**src/core/hpp_pkg.sv**
```systemverilog
/*
 * Shared constants for the host port and printer pin block: register
 * indices of the printer group, control bit positions, direction patterns.
 * Assumes one system clock and the interface in hpp_if.sv.
 */
package hpp_pkg;
   localparam int        DATA_W        = 8;
   localparam int        ADDR_W        = 3;
   // Printer group register indices
   localparam bit [2:0]  IDX_PDATA     = 3'h0;
   localparam bit [2:0]  IDX_PSTAT     = 3'h1;
   localparam bit [2:0]  IDX_PCTRL     = 3'h2;
   localparam bit [2:0]  IDX_IOSEL     = 3'h3;
   // Control register fields
   localparam int        CTRL_ALF      = 1;
   localparam int        CTRL_IRQ_EN   = 4;
   localparam int        CTRL_DIR      = 5;
   localparam bit [7:0]  CTRL_RESET    = 8'h00;
   // I/O select patterns: input and output
   localparam bit [7:0]  IOSEL_IN      = 8'haa;
   localparam bit [7:0]  IOSEL_OUT     = 8'h55;
   // Status fields
   localparam int        STAT_ACK      = 6;
   localparam int        STAT_BUSY     = 7;
   localparam int        STAT_IRQ      = 2;
   localparam int        STAT_ALF      = 1;
   localparam bit [7:0]  SCRATCH_RESET = 8'h00;
   typedef enum logic [1:0] {HPP_GRP_NONE, HPP_GRP_A, HPP_GRP_B, HPP_GRP_P} hpp_grp_t;
endpackage : hpp_pkg

```
**src/core/hpp_if.sv**
```systemverilog
/*
 * Pins between host CPU and device; printer-side pins are ports of the device.
 * Assumes the bench resolves the two-way buses from the enables.
 */
interface hpp_if;
   logic                        chan_first_select_n;
   logic                        chan_second_select_n;
   logic                        printer_group_select_n;
   logic [hpp_pkg::ADDR_W-1:0]  register_index_lines;
   logic                        host_read_strobe_n;
   logic                        host_write_strobe_n;
   logic [hpp_pkg::DATA_W-1:0]  host_data_out;
   logic                        host_data_oe;
   logic [hpp_pkg::DATA_W-1:0]  dev_data_out;
   logic                        dev_data_oe;
   logic [hpp_pkg::DATA_W-1:0]  host_data_in;
   modport dev
   (
      input  chan_first_select_n, chan_second_select_n, printer_group_select_n,
      input  register_index_lines, host_read_strobe_n, host_write_strobe_n, host_data_in,
      output dev_data_out, dev_data_oe
   );
   modport host
   (
      output chan_first_select_n, chan_second_select_n, printer_group_select_n,
      output register_index_lines, host_read_strobe_n, host_write_strobe_n,
      output host_data_out, host_data_oe,
      input  host_data_in
   );
endinterface : hpp_if

```
**src/core/hpp_dev.sv**
```systemverilog
/*
 * Device end: select decode, register groups, printer pins, printer irq.
 * Assumes strobes and selects synchronous to clk_sys and host_data_in
 * resolved by the bench from both drivers.
 */
// The address map and strobed register access were chosen for this implementation.
// How it works
// - Low channel-A select opens channel A registers
// - Low channel-B select opens channel B registers
// - Low printer select opens printer registers, data
// - Three index lines pick register in group
// - Strap low: direction from I/O select register
// - Strap high: direction from control bit 5
// - Direction by control bit or AA/55 pattern
// - Data bus driven only while returning reads
// - Data bit zero is register LSB
// - Printer pulls acknowledge low on accepted byte
// - Printer drives busy high when not ready
// - Auto line feed open drain, readable back
// - Latched irq polarity set by parameter
// - Latched until read trailing edge, else follows ack
// - Irq tristated until control bit 4 set
module hpp_dev
   import hpp_pkg::*;
#(
   parameter bit IRQ_ACTIVE_HIGH = 1'b1
)
(
   input  wire logic                  clk_sys,
   input  wire logic                  nrst,
   hpp_if.dev                         bus,
   input  wire logic                  direction_source_strap,
   input  wire logic                  latch_mode_sel,
   input  wire logic                  printer_ack_n,
   input  wire logic                  printer_busy,
   input  wire logic                  auto_line_feed_n_in,
   input  wire logic [DATA_W-1:0]     parallel_data_in,
   output logic                       auto_line_feed_n_oe,
   output logic [DATA_W-1:0]          parallel_data_out,
   output logic                       parallel_data_oe,
   output logic                       printer_irq,
   output logic                       printer_irq_oe
);
   // ----------------------------------------------------------------
   // Select decode
   // ----------------------------------------------------------------
   function automatic hpp_grp_t grp_of(input logic sa_n, input logic sb_n, input logic sp_n);
      if (!sa_n)
         return HPP_GRP_A;
      else if (!sb_n)
         return HPP_GRP_B;
      else if (!sp_n)
         return HPP_GRP_P;
      else
         return HPP_GRP_NONE;
   endfunction : grp_of

   hpp_grp_t          grp;
   logic              wr;
   logic              rd;
   logic              rd_q;
   logic [DATA_W-1:0] chan_a_q [8];
   logic [DATA_W-1:0] chan_b_q [8];
   logic [DATA_W-1:0] pdata_q;
   logic [DATA_W-1:0] pctrl_q;
   logic [DATA_W-1:0] iosel_q;
   logic [DATA_W-1:0] rdata_d;
   logic [DATA_W-1:0] rdata_q;
   logic              oe_q;
   logic              dir_out;
   logic              irq_lat_q;
   logic              ack_q;
   logic              ack_fall;
   logic              rd_end;
   logic              irq_act;
   logic [DATA_W-1:0] stat;
   logic [2:0]        idx;

   assign grp = grp_of(bus.chan_first_select_n, bus.chan_second_select_n, bus.printer_group_select_n);
   assign idx = bus.register_index_lines;
   assign wr  = !bus.host_write_strobe_n && grp != HPP_GRP_NONE;
   assign rd  = !bus.host_read_strobe_n && grp != HPP_GRP_NONE;

   // ----------------------------------------------------------------
   // Direction and status
   // ----------------------------------------------------------------
   assign dir_out = direction_source_strap ? !pctrl_q[CTRL_DIR]
                                           : (iosel_q == IOSEL_OUT);
   assign stat = {printer_busy, printer_ack_n, 3'h0, irq_lat_q, auto_line_feed_n_in, 1'b0};
   assign ack_fall = ack_q && !printer_ack_n;
   assign rd_end   = rd_q && bus.host_read_strobe_n;
   assign irq_act  = latch_mode_sel ? irq_lat_q : !printer_ack_n;

   always_comb
   begin
      rdata_d = 8'h00;
      if (grp == HPP_GRP_A)
         rdata_d = chan_a_q[idx];
      else if (grp == HPP_GRP_B)
         rdata_d = chan_b_q[idx];
      else if (grp == HPP_GRP_P && idx == IDX_PDATA)
         rdata_d = dir_out ? pdata_q : parallel_data_in;
      else if (grp == HPP_GRP_P && idx == IDX_PSTAT)
         rdata_d = stat;
      else if (grp == HPP_GRP_P && idx == IDX_PCTRL)
         rdata_d = pctrl_q;
      else if (grp == HPP_GRP_P && idx == IDX_IOSEL)
         rdata_d = iosel_q;
   end

   // ----------------------------------------------------------------
   // Registers
   // ----------------------------------------------------------------
   always_ff @(posedge clk_sys or negedge nrst)
   begin
      if (!nrst)
      begin
         for (int i = 0; i < 8; i++)
         begin
            chan_a_q[i] <= SCRATCH_RESET;
            chan_b_q[i] <= SCRATCH_RESET;
         end
         pdata_q <= 8'h00;
         pctrl_q <= CTRL_RESET;
         iosel_q <= IOSEL_IN;
      end
      else if (wr)
      begin
         if (grp == HPP_GRP_A)
            chan_a_q[idx] <= bus.host_data_in;
         else if (grp == HPP_GRP_B)
            chan_b_q[idx] <= bus.host_data_in;
         else if (idx == IDX_PDATA)
            pdata_q <= bus.host_data_in;
         else if (idx == IDX_PCTRL)
            pctrl_q <= bus.host_data_in;
         else if (idx == IDX_IOSEL && (bus.host_data_in == IOSEL_IN || bus.host_data_in == IOSEL_OUT))
            iosel_q <= bus.host_data_in;
      end
   end

   always_ff @(posedge clk_sys or negedge nrst)
   begin
      if (!nrst)
      begin
         rdata_q   <= 8'h00;
         oe_q      <= 1'b0;
         rd_q      <= 1'b0;
         ack_q     <= 1'b1;
         irq_lat_q <= 1'b0;
      end
      else
      begin
         rdata_q <= rdata_d;
         oe_q    <= rd;
         rd_q    <= !bus.host_read_strobe_n && grp == HPP_GRP_P;
         ack_q   <= printer_ack_n;
         if (ack_fall)
            irq_lat_q <= 1'b1;
         else if (rd_end)
            irq_lat_q <= 1'b0;
      end
   end

   // ----------------------------------------------------------------
   // Pin outputs
   // ----------------------------------------------------------------
   always_ff @(posedge clk_sys or negedge nrst)
   begin
      if (!nrst)
      begin
         auto_line_feed_n_oe <= 1'b0;
         parallel_data_out   <= 8'h00;
         parallel_data_oe    <= 1'b0;
         printer_irq         <= 1'b0;
         printer_irq_oe      <= 1'b0;
      end
      else
      begin
         auto_line_feed_n_oe <= pctrl_q[CTRL_ALF];
         parallel_data_out   <= pdata_q;
         parallel_data_oe    <= dir_out;
         printer_irq         <= latch_mode_sel ? (irq_act == IRQ_ACTIVE_HIGH) : irq_act;
         printer_irq_oe      <= pctrl_q[CTRL_IRQ_EN];
      end
   end

   assign bus.dev_data_out = rdata_q;
   assign bus.dev_data_oe  = oe_q;
endmodule : hpp_dev

```
**src/flat_wrapper.sv**
```systemverilog
// flat-port wrapper written by rule: the top's interface ports become plain ports
module hpp_dev_flat import hpp_pkg::*;
#(
   parameter bit IRQ_ACTIVE_HIGH = 1'b1
)
  (clk_sys, nrst, direction_source_strap, latch_mode_sel, printer_ack_n, printer_busy, auto_line_feed_n_in, parallel_data_in, auto_line_feed_n_oe, parallel_data_out, parallel_data_oe, printer_irq, printer_irq_oe, bus_chan_first_select_n, bus_chan_second_select_n, bus_printer_group_select_n, bus_register_index_lines, bus_host_read_strobe_n, bus_host_write_strobe_n, bus_host_data_in, bus_dev_data_out, bus_dev_data_oe);
  hpp_if bus_i ();
  input  wire logic clk_sys;
  input  wire logic nrst;
  input  wire logic direction_source_strap;
  input  wire logic latch_mode_sel;
  input  wire logic printer_ack_n;
  input  wire logic printer_busy;
  input  wire logic auto_line_feed_n_in;
  input  wire logic [DATA_W-1:0] parallel_data_in;
  output logic auto_line_feed_n_oe;
  output logic [DATA_W-1:0] parallel_data_out;
  output logic parallel_data_oe;
  output logic printer_irq;
  output logic printer_irq_oe;
  input wire logic [$bits(bus_i.chan_first_select_n)-1:0] bus_chan_first_select_n;
  input wire logic [$bits(bus_i.chan_second_select_n)-1:0] bus_chan_second_select_n;
  input wire logic [$bits(bus_i.printer_group_select_n)-1:0] bus_printer_group_select_n;
  input wire logic [$bits(bus_i.register_index_lines)-1:0] bus_register_index_lines;
  input wire logic [$bits(bus_i.host_read_strobe_n)-1:0] bus_host_read_strobe_n;
  input wire logic [$bits(bus_i.host_write_strobe_n)-1:0] bus_host_write_strobe_n;
  input wire logic [$bits(bus_i.host_data_in)-1:0] bus_host_data_in;
  output wire logic [$bits(bus_i.dev_data_out)-1:0] bus_dev_data_out;
  output wire logic [$bits(bus_i.dev_data_oe)-1:0] bus_dev_data_oe;
  assign bus_i.chan_first_select_n = bus_chan_first_select_n;
  assign bus_i.chan_second_select_n = bus_chan_second_select_n;
  assign bus_i.printer_group_select_n = bus_printer_group_select_n;
  assign bus_i.register_index_lines = bus_register_index_lines;
  assign bus_i.host_read_strobe_n = bus_host_read_strobe_n;
  assign bus_i.host_write_strobe_n = bus_host_write_strobe_n;
  assign bus_i.host_data_in = bus_host_data_in;
  assign bus_dev_data_out = bus_i.dev_data_out;
  assign bus_dev_data_oe = bus_i.dev_data_oe;
  hpp_dev #(.IRQ_ACTIVE_HIGH(IRQ_ACTIVE_HIGH)) u_core (.clk_sys(clk_sys), .nrst(nrst), .bus(bus_i), .direction_source_strap(direction_source_strap), .latch_mode_sel(latch_mode_sel), .printer_ack_n(printer_ack_n), .printer_busy(printer_busy), .auto_line_feed_n_in(auto_line_feed_n_in), .parallel_data_in(parallel_data_in), .auto_line_feed_n_oe(auto_line_feed_n_oe), .parallel_data_out(parallel_data_out), .parallel_data_oe(parallel_data_oe), .printer_irq(printer_irq), .printer_irq_oe(printer_irq_oe));
endmodule
```
**config.mk**
```make
export PLATFORM = sky130hd
export DESIGN_NAME = hpp_dev_flat
export DESIGN_NICKNAME = d
export VERILOG_FILES = /design/src/core/hpp_pkg.sv /design/src/core/hpp_if.sv /design/src/core/hpp_dev.sv /design/src/flat_wrapper.sv
export SDC_FILE = /design/constraint.sdc
export NUM_CORES = 1
export LEC_CHECK = 0
export ABC_AREA = 1
export BUFFER_PORTS_ARGS = -buffer_cell sky130_fd_sc_hd__buf_2
export CAP_MARGIN = 25
export CELL_PAD_IN_SITES_DETAIL_PLACEMENT = 1
export CELL_PAD_IN_SITES_GLOBAL_PLACEMENT = 1
export CORE_MARGIN = 3
export CORE_UTILIZATION = 30
export CTS_BUF_LIST = sky130_fd_sc_hd__clkbuf_4
export DETAILED_ROUTE_END_ITERATION = 6
export PLACE_DENSITY = 0.67
export SLEW_MARGIN = 40
export SYNTH_ARGS = -nofsm -noshare
export SYNTH_HDL_FRONTEND = slang
export SYNTH_SLANG_ARGS = --single-unit
export TNS_END_PERCENT = 100
```
**constraint.sdc**
```tcl
create_clock -name clk_sys -period 1.71 [get_ports clk_sys]
set_clock_uncertainty 0.05 [all_clocks]
set_input_delay 0.513 -clock clk_sys [delete_from_list [all_inputs] [get_ports clk_sys]]
set_output_delay 0.513 -clock clk_sys [all_outputs]
set_load 0.005 [all_outputs]
```
**After elaboration in Yosys (flattened, before gate mapping)**

Cells that the tools add are included.

- Input bits: 31
- Bits in writable memories: 0
- Register bits: 176
- Memory bits (read-only): 0
- Latch bits: 0
- Memories: 0
- Logic and storage cells: 93
- Output and inout port bits: 21

- $mul: 0
- Reductions and logical operators: 24
- Add/subtract/negate cells: 0
- Shifts and indexed selects: 0
- Div/mod/pow operators: 0
- Bitwise gates (word level): 5
- Equal/unequal tests: 9
- $lt $le $gt $ge: 2
- Muxes and demuxes: 24

Operator list:

| operator | number |
|---|---|
| $bwmux 64 | 2 |
| $mux 8 | 12 |
| $bmux 8 s3 | 2 |
| $demux 8 s3 | 1 |
| $eq 8x7->1 const B | 2 |
| $logic_and 1x1->1 | 11 |
| $eq 8x8->1 const B | 1 |
| $eq 3x2->1 const B | 2 |
| $mux 2 | 3 |
| $reduce_and 6->1 | 1 |
| $reduce_and 5->1 | 1 |
| $eq 2x2->1 const B | 2 |
| $ge 4x4->1 const B | 1 |
| $logic_not 1->1 | 4 |
| $lt 4x1->1 const B | 1 |
| $mux 1 | 4 |
| $not 1->1 | 4 |
| $not 3->4 | 1 |
| $reduce_and 4->1 | 1 |
| $reduce_bool 2->1 | 2 |
| $eq 3x1->1 const B | 1 |
| $logic_not 3->1 | 1 |
| $reduce_and 3->1 | 1 |
| $eq 2x1->1 const B | 1 |
| 2 further kinds | 2 |

**Longest topological paths before layout**

- Depth in word-level cells: 11
- Gate-level depth with buffers: 11
- Depth with buffers taken out: 9

**Worst setup path after synthesis**

OpenSTA, ideal clock, no wires.

- Path kind: input to register
- Start point: input bus_register_index_lines[1]
- End point: register u_core.iosel_q[6]
- Slack: 0.087 ns
- Library setup time: 0.129 ns
- Arrival: 1.444 ns
- Stages: 10
- Required time: 1.531 ns
- Path through: buf_4 > inv_2 > nor2_2 > nand2_1 > inv_1 > nand2_1 > nor2_2 > nand3_2 > nand2_1 > o21ai_1

- Longest elaborated chain between the ends: 3
- Elaborated cells between the ends (all ways): 7

RTL lines:

| what | RTL line | text |
|---|---|---|
| start: declaration | flat_wrapper.sv:24 | `input wire logic [$bits(bus_i.register_index_lines)-1:0] bus_register_index_lines;` |
| $eq 3x2->1 (tied with other cells) | hpp_dev.sv:137 | `else if (idx == IDX_IOSEL && (bus.host_data_in == IOSEL_IN \|\| bus.host_data_in == IOSEL_OUT))` |
| $logic_and 1x1->1 or $not 1->1 (tied branches) | - |  |
| $reduce_and 6->1 (no line) (*) | - |  |
| end signal: assignment | hpp_dev.sv:138 | `iosel_q <= bus.host_data_in;` |
| end: declaration | hpp_dev.sv:66 | `logic [DATA_W-1:0] iosel_q;` |

Every way passes the cells marked *; elsewhere a longest branch is shown, timed or not.
A chain may end at the register's enable or synchronous reset.

**Worst setup path after layout**

- Start point: register u_core.rdata_q[3], in the netlist u_core.bus.dev_data_out[3]
- End point: output bus_dev_data_out[3]

RTL lines:

| what | RTL line | text |
|---|---|---|
| start: declaration | hpp_dev.sv:68 | `logic [DATA_W-1:0] rdata_q;` |
| start signal: assignment | hpp_dev.sv:154 | `rdata_q <= rdata_d;` |
| end: declaration | flat_wrapper.sv:28 | `output wire logic [$bits(bus_i.dev_data_out)-1:0] bus_dev_data_out;` |

No word-level cell between the ends.

==> flow_results.org <==
** STA
- Setup repair after global routing could not meet its margin everywhere.
- Hold timing on the final database bottoms out at a slack of 0.04992 ns.
- The number of hold-slack violations in the final timing report was 0.
- After layout, the minimum clock period comes to 1.727 ns.
- Based on the critical path, the design can be clocked at up to 0.5791 GHz.
- Part of the cycle the worst path needs :: 1.010
- Final setup TNS :: -0.01688 ns
- The max-slew violation count was 0.
- Final setup fails :: 1
- Worst slew margin relative to its limit :: 0.6009
- For the pin with the worst max-slew slack, the measured transition is 0.5965 ns.
- Setup slack on the critical path of the routed design comes to -0.01688 ns.

** Floorplan
- 52 I/O pins were placed.
- The die covers 29090 sq um.
- Num rows :: 59
- Overall die width :: 170.6 microns
- In this run the standard cell core region covers 26350 sq um.
- DIE HEIGHT :: 170.6 microns
- The initial utilization of the core area, before any placement, comes to 0.3083.

** Clock network
- Clock-pin slew was measured on the worst setup and hold paths at 0.16 ns.
- Worst-case clock buffer depth :: 2
- TritonCTS built the clock tree.
- Clock latency reported for the late side of the worst-skew pair :: 0.59 ns
- Clock Sink Count :: 176
- Clock Root Buffer :: clkbuf_4
- Number of clock buffers inserted by TritonCTS :: 17
- In this run the number of H-tree levels came out at 4.
- The number of setup buffers added after CTS is 0.

** Power
- The share of total power dissipated in sequential elements is 0.558.
- P_sw :: 3.249 mW
- Leak :: 5.017 nW
- Internal power comes to 6.222 mW.
- Total Power Consumption :: 9.471 mW
- Of the total power, combinational logic draws 0.192.
- Of the total power, the share spent switching nets is 0.3430.
- Power density over the cells :: 991.7 nW/um^2
- Worst ir drop on vdd :: 0.0004867 V
- The share of total power dissipated in the clock network is 0.250.

** Yosys
- For this run, the number of Yosys warnings is 0.
- Summed over all instances, the cell type with the most area after synthesis is dfrtp_1.
- For this run, the register share of the synthesized area comes to 0.5429.
- Synth top cells by count :: nand2_1, dfrtp_1, o21ai_0, inv_1, nand3_1
- The synthesized design contains 176 register bits.
- Mapped Area :: 8124 sq um
- Synthesis instantiated 23 different standard cells from the library.
- The cell count after synthesis came out at 1064.
- Cells taking the most area after synthesis :: dfrtp_1, nand2_1, o21ai_0
- Averaged over all synthesized cells, the footprint is 7.635 sq um.
- Number of enable-type register cells in the synthesized netlist :: 0
- nand2_1 is the most common cell in the netlist.
- Ys async rst share :: 1.000
- Of the post-synthesis cell area, the dominant cell type holds 0.5267.
- Most frequently used flop master after synthesis :: dfrtp_1
- The number of nets in the synthesized netlist is 1095.

** Run status
- Result of the run :: finished, violations left
- The checks that failed: negative setup slack.

** Setup path
- Critical path, cell by cell :: buf_2
- Maximum fanout count along the critical path :: 1
- Category of the most critical setup path :: reg -> out
- The slowest stage of the critical path is the dfrtp_1 cell.
- At the worst endpoint, the required time is 1.15 ns.
- STA puts the critical path data arrival time at 1.16 ns.
- The worst setup path is captured at a primary output.
- Together, buffers and inverters on the worst path number 1.
- Grouping stages by cell kind, the critical path spends the most delay in flip-flops.
- The largest single stage delay on the critical path is 0.45 ns.
- Kind of launch point of the worst setup path :: flip-flop

** Hold path
- In this run the worst hold path is classified as in -> reg.

** Placed design
- HPWL reported at the end of detailed placement :: 18.03 mm
- The congestion estimate from routability-driven global placement came to 0.8005.
- IO buf count :: 51
- Place WS :: -0.2205 ns

** Global routing
- Pin count of the biggest net entering global routing :: 47
- The total overflow left after global routing is 0.
- Wire length of the first global-routing pass :: 41.92 mm
- Vias in the first global route :: 7287
- Number of antenna violations at the first check in global routing :: 2
- All-Layer GR Usage :: 0.1866

** Cells and area
- In the final layout, flip-flops and latches occupy 4410 sq um.
- Of the cells placed in the final design, the portion with a size suffix greater than 1 is 0.1446.
- After filler insertion, the fill cell instance count of the layout stands at 3233.
- In the final layout, the multi-input gates occupy 3277 sq um.
- From synthesis to final layout, the design area changed by 17.56%.
- In the final design database the tool counted 1180 nets.

** Route
- Routed wire per std cell :: 17.51 microns
- Drt drc :: 0
- Vias post-DR :: 7182
- Final wirelength :: 26.24 mm
- Pre-Repair DR Iteration Count :: 5
- Antenna Nets Post-Route :: 0
- After the first detailed-routing iteration, the DRC count stood at 453.
- Using the TritonRoute via totals, the vias-per-cell ratio works out to 4.794.

** Flow run
- Across the run, the number of max-cap violations was 0.
==> power groups by stage <==
| stage | clock network [mW] | registers [mW] | logic, mW |
|---|---|---|---|
| final | 2.37 | 5.29 | 1.82 |
| after global routing | 2.66 | 5.37 | 2.12 |
| after CTS | 2.47 | 5.28 | 1.85 |
| after detailed placement | 0 | 5.36 | 1.84 |
| after global placement | 0 | 5.34 | 1.76 |
| after floorplan | 0 | 5.24 | 1.11 |
==> per-layer routing <==
layer	wire length (microns)	global-route usage	share of wire	vias up
li1	-	-	-	3505
met1	13010	0.2635	0.50	3526
met2	12110	0.3005	0.46	130
met3	787	0.03142	0.030	19
met4	316	0.04515	0.012	2
met5	17	0	0.00065	-
==> through the flow <==
| stage | utilization | cells | instance area [sq um] |
|---|---|---|---|
| 2_1_floorplan | - | 1064 | 8124 |
| 3_3_place_gp | 0.3509 | 1463 | 9249 |
| 3_5_place_dp | 0.3509 | 1463 | 9249 |
| 4_1_cts | 0.3620 | 1497 | 9540 |
| 5_1_grt | 0.3624 | 1498 | 9550 |
| 6_report | 0.3624 | 1498 | 9550 |
==> repair_timing <==
item,4_1_cts,5_1_grt
hold buffers,2,0
hold endpoints to repair,172,0
setup endpoints to repair,18,27
resized for setup,0,2
==> final timing paths <==
kind / from / to / slack (ns) / cells past startpoint
worst max register to register: u_core.iosel_q[7] / u_core.bus.dev_data_out[3] / 0.22 / 7
min in group asynchronous: nrst / u_core.chan_a_q[1] / 0.25 / 2
worst max-delay path: u_core.bus.dev_data_out[3] / bus_dev_data_out[3] / -0.02 / 1
max in group asynchronous: nrst / u_core.iosel_q[5] / 0.80 / 3
worst min-delay path: bus_host_read_strobe_n / u_core.rd_q / 0.05 / 2
worst min register to register: u_core.pdata_q[2] / u_core.parallel_data_out[2] / 0.38 / 0
==> state kept, by name, indices dropped and copies added (netlist names), 8 cells and up <==
| name | flops |
|---|---|
| u_core.bus.dev_data_out | 8 |
| u_core.chan_a_q | 64 |
| u_core.pdata_q | 8 |
| u_core.parallel_data_out | 8 |
| u_core.chan_b_q | 64 |
| u_core.iosel_q | 8 |
| u_core.pctrl_q | 8 |
==> cell families after synthesis <==
| kind of cell | count (synthesis) | share of synthesized area |
|---|---|---|
| compound gates | 153 | 0.09518 |
| buf+inv | 102 | 0.05467 |
| flops | 176 | 0.5429 |
| simple gates | 633 | 0.3073 |
==> cell usage in the layout, fill, tap and decap left out, types with 12 or more instances in the layout <==
master    instances
clkbuf_4         17
dfrtp_1         171
nand4_1          12
inv_1            47
buf_12           17
o21ai_0         149
buf_2            50
buf_4            48
nand3_1          26
nor2_1           18
nand2_1         561
==> layout make-up <==
class                   count  share of cell area
clock buffers              17             0.01336
multi-input cells         786              0.3431
repair buffers            118              0.1028
clock inverters            15             0.01507
well taps                 335             0.04389
inverters                  50             0.01965
diodes                      1           0.0002620
flip-flops and latches    176              0.4618
(Power assumes the default switching activity.)
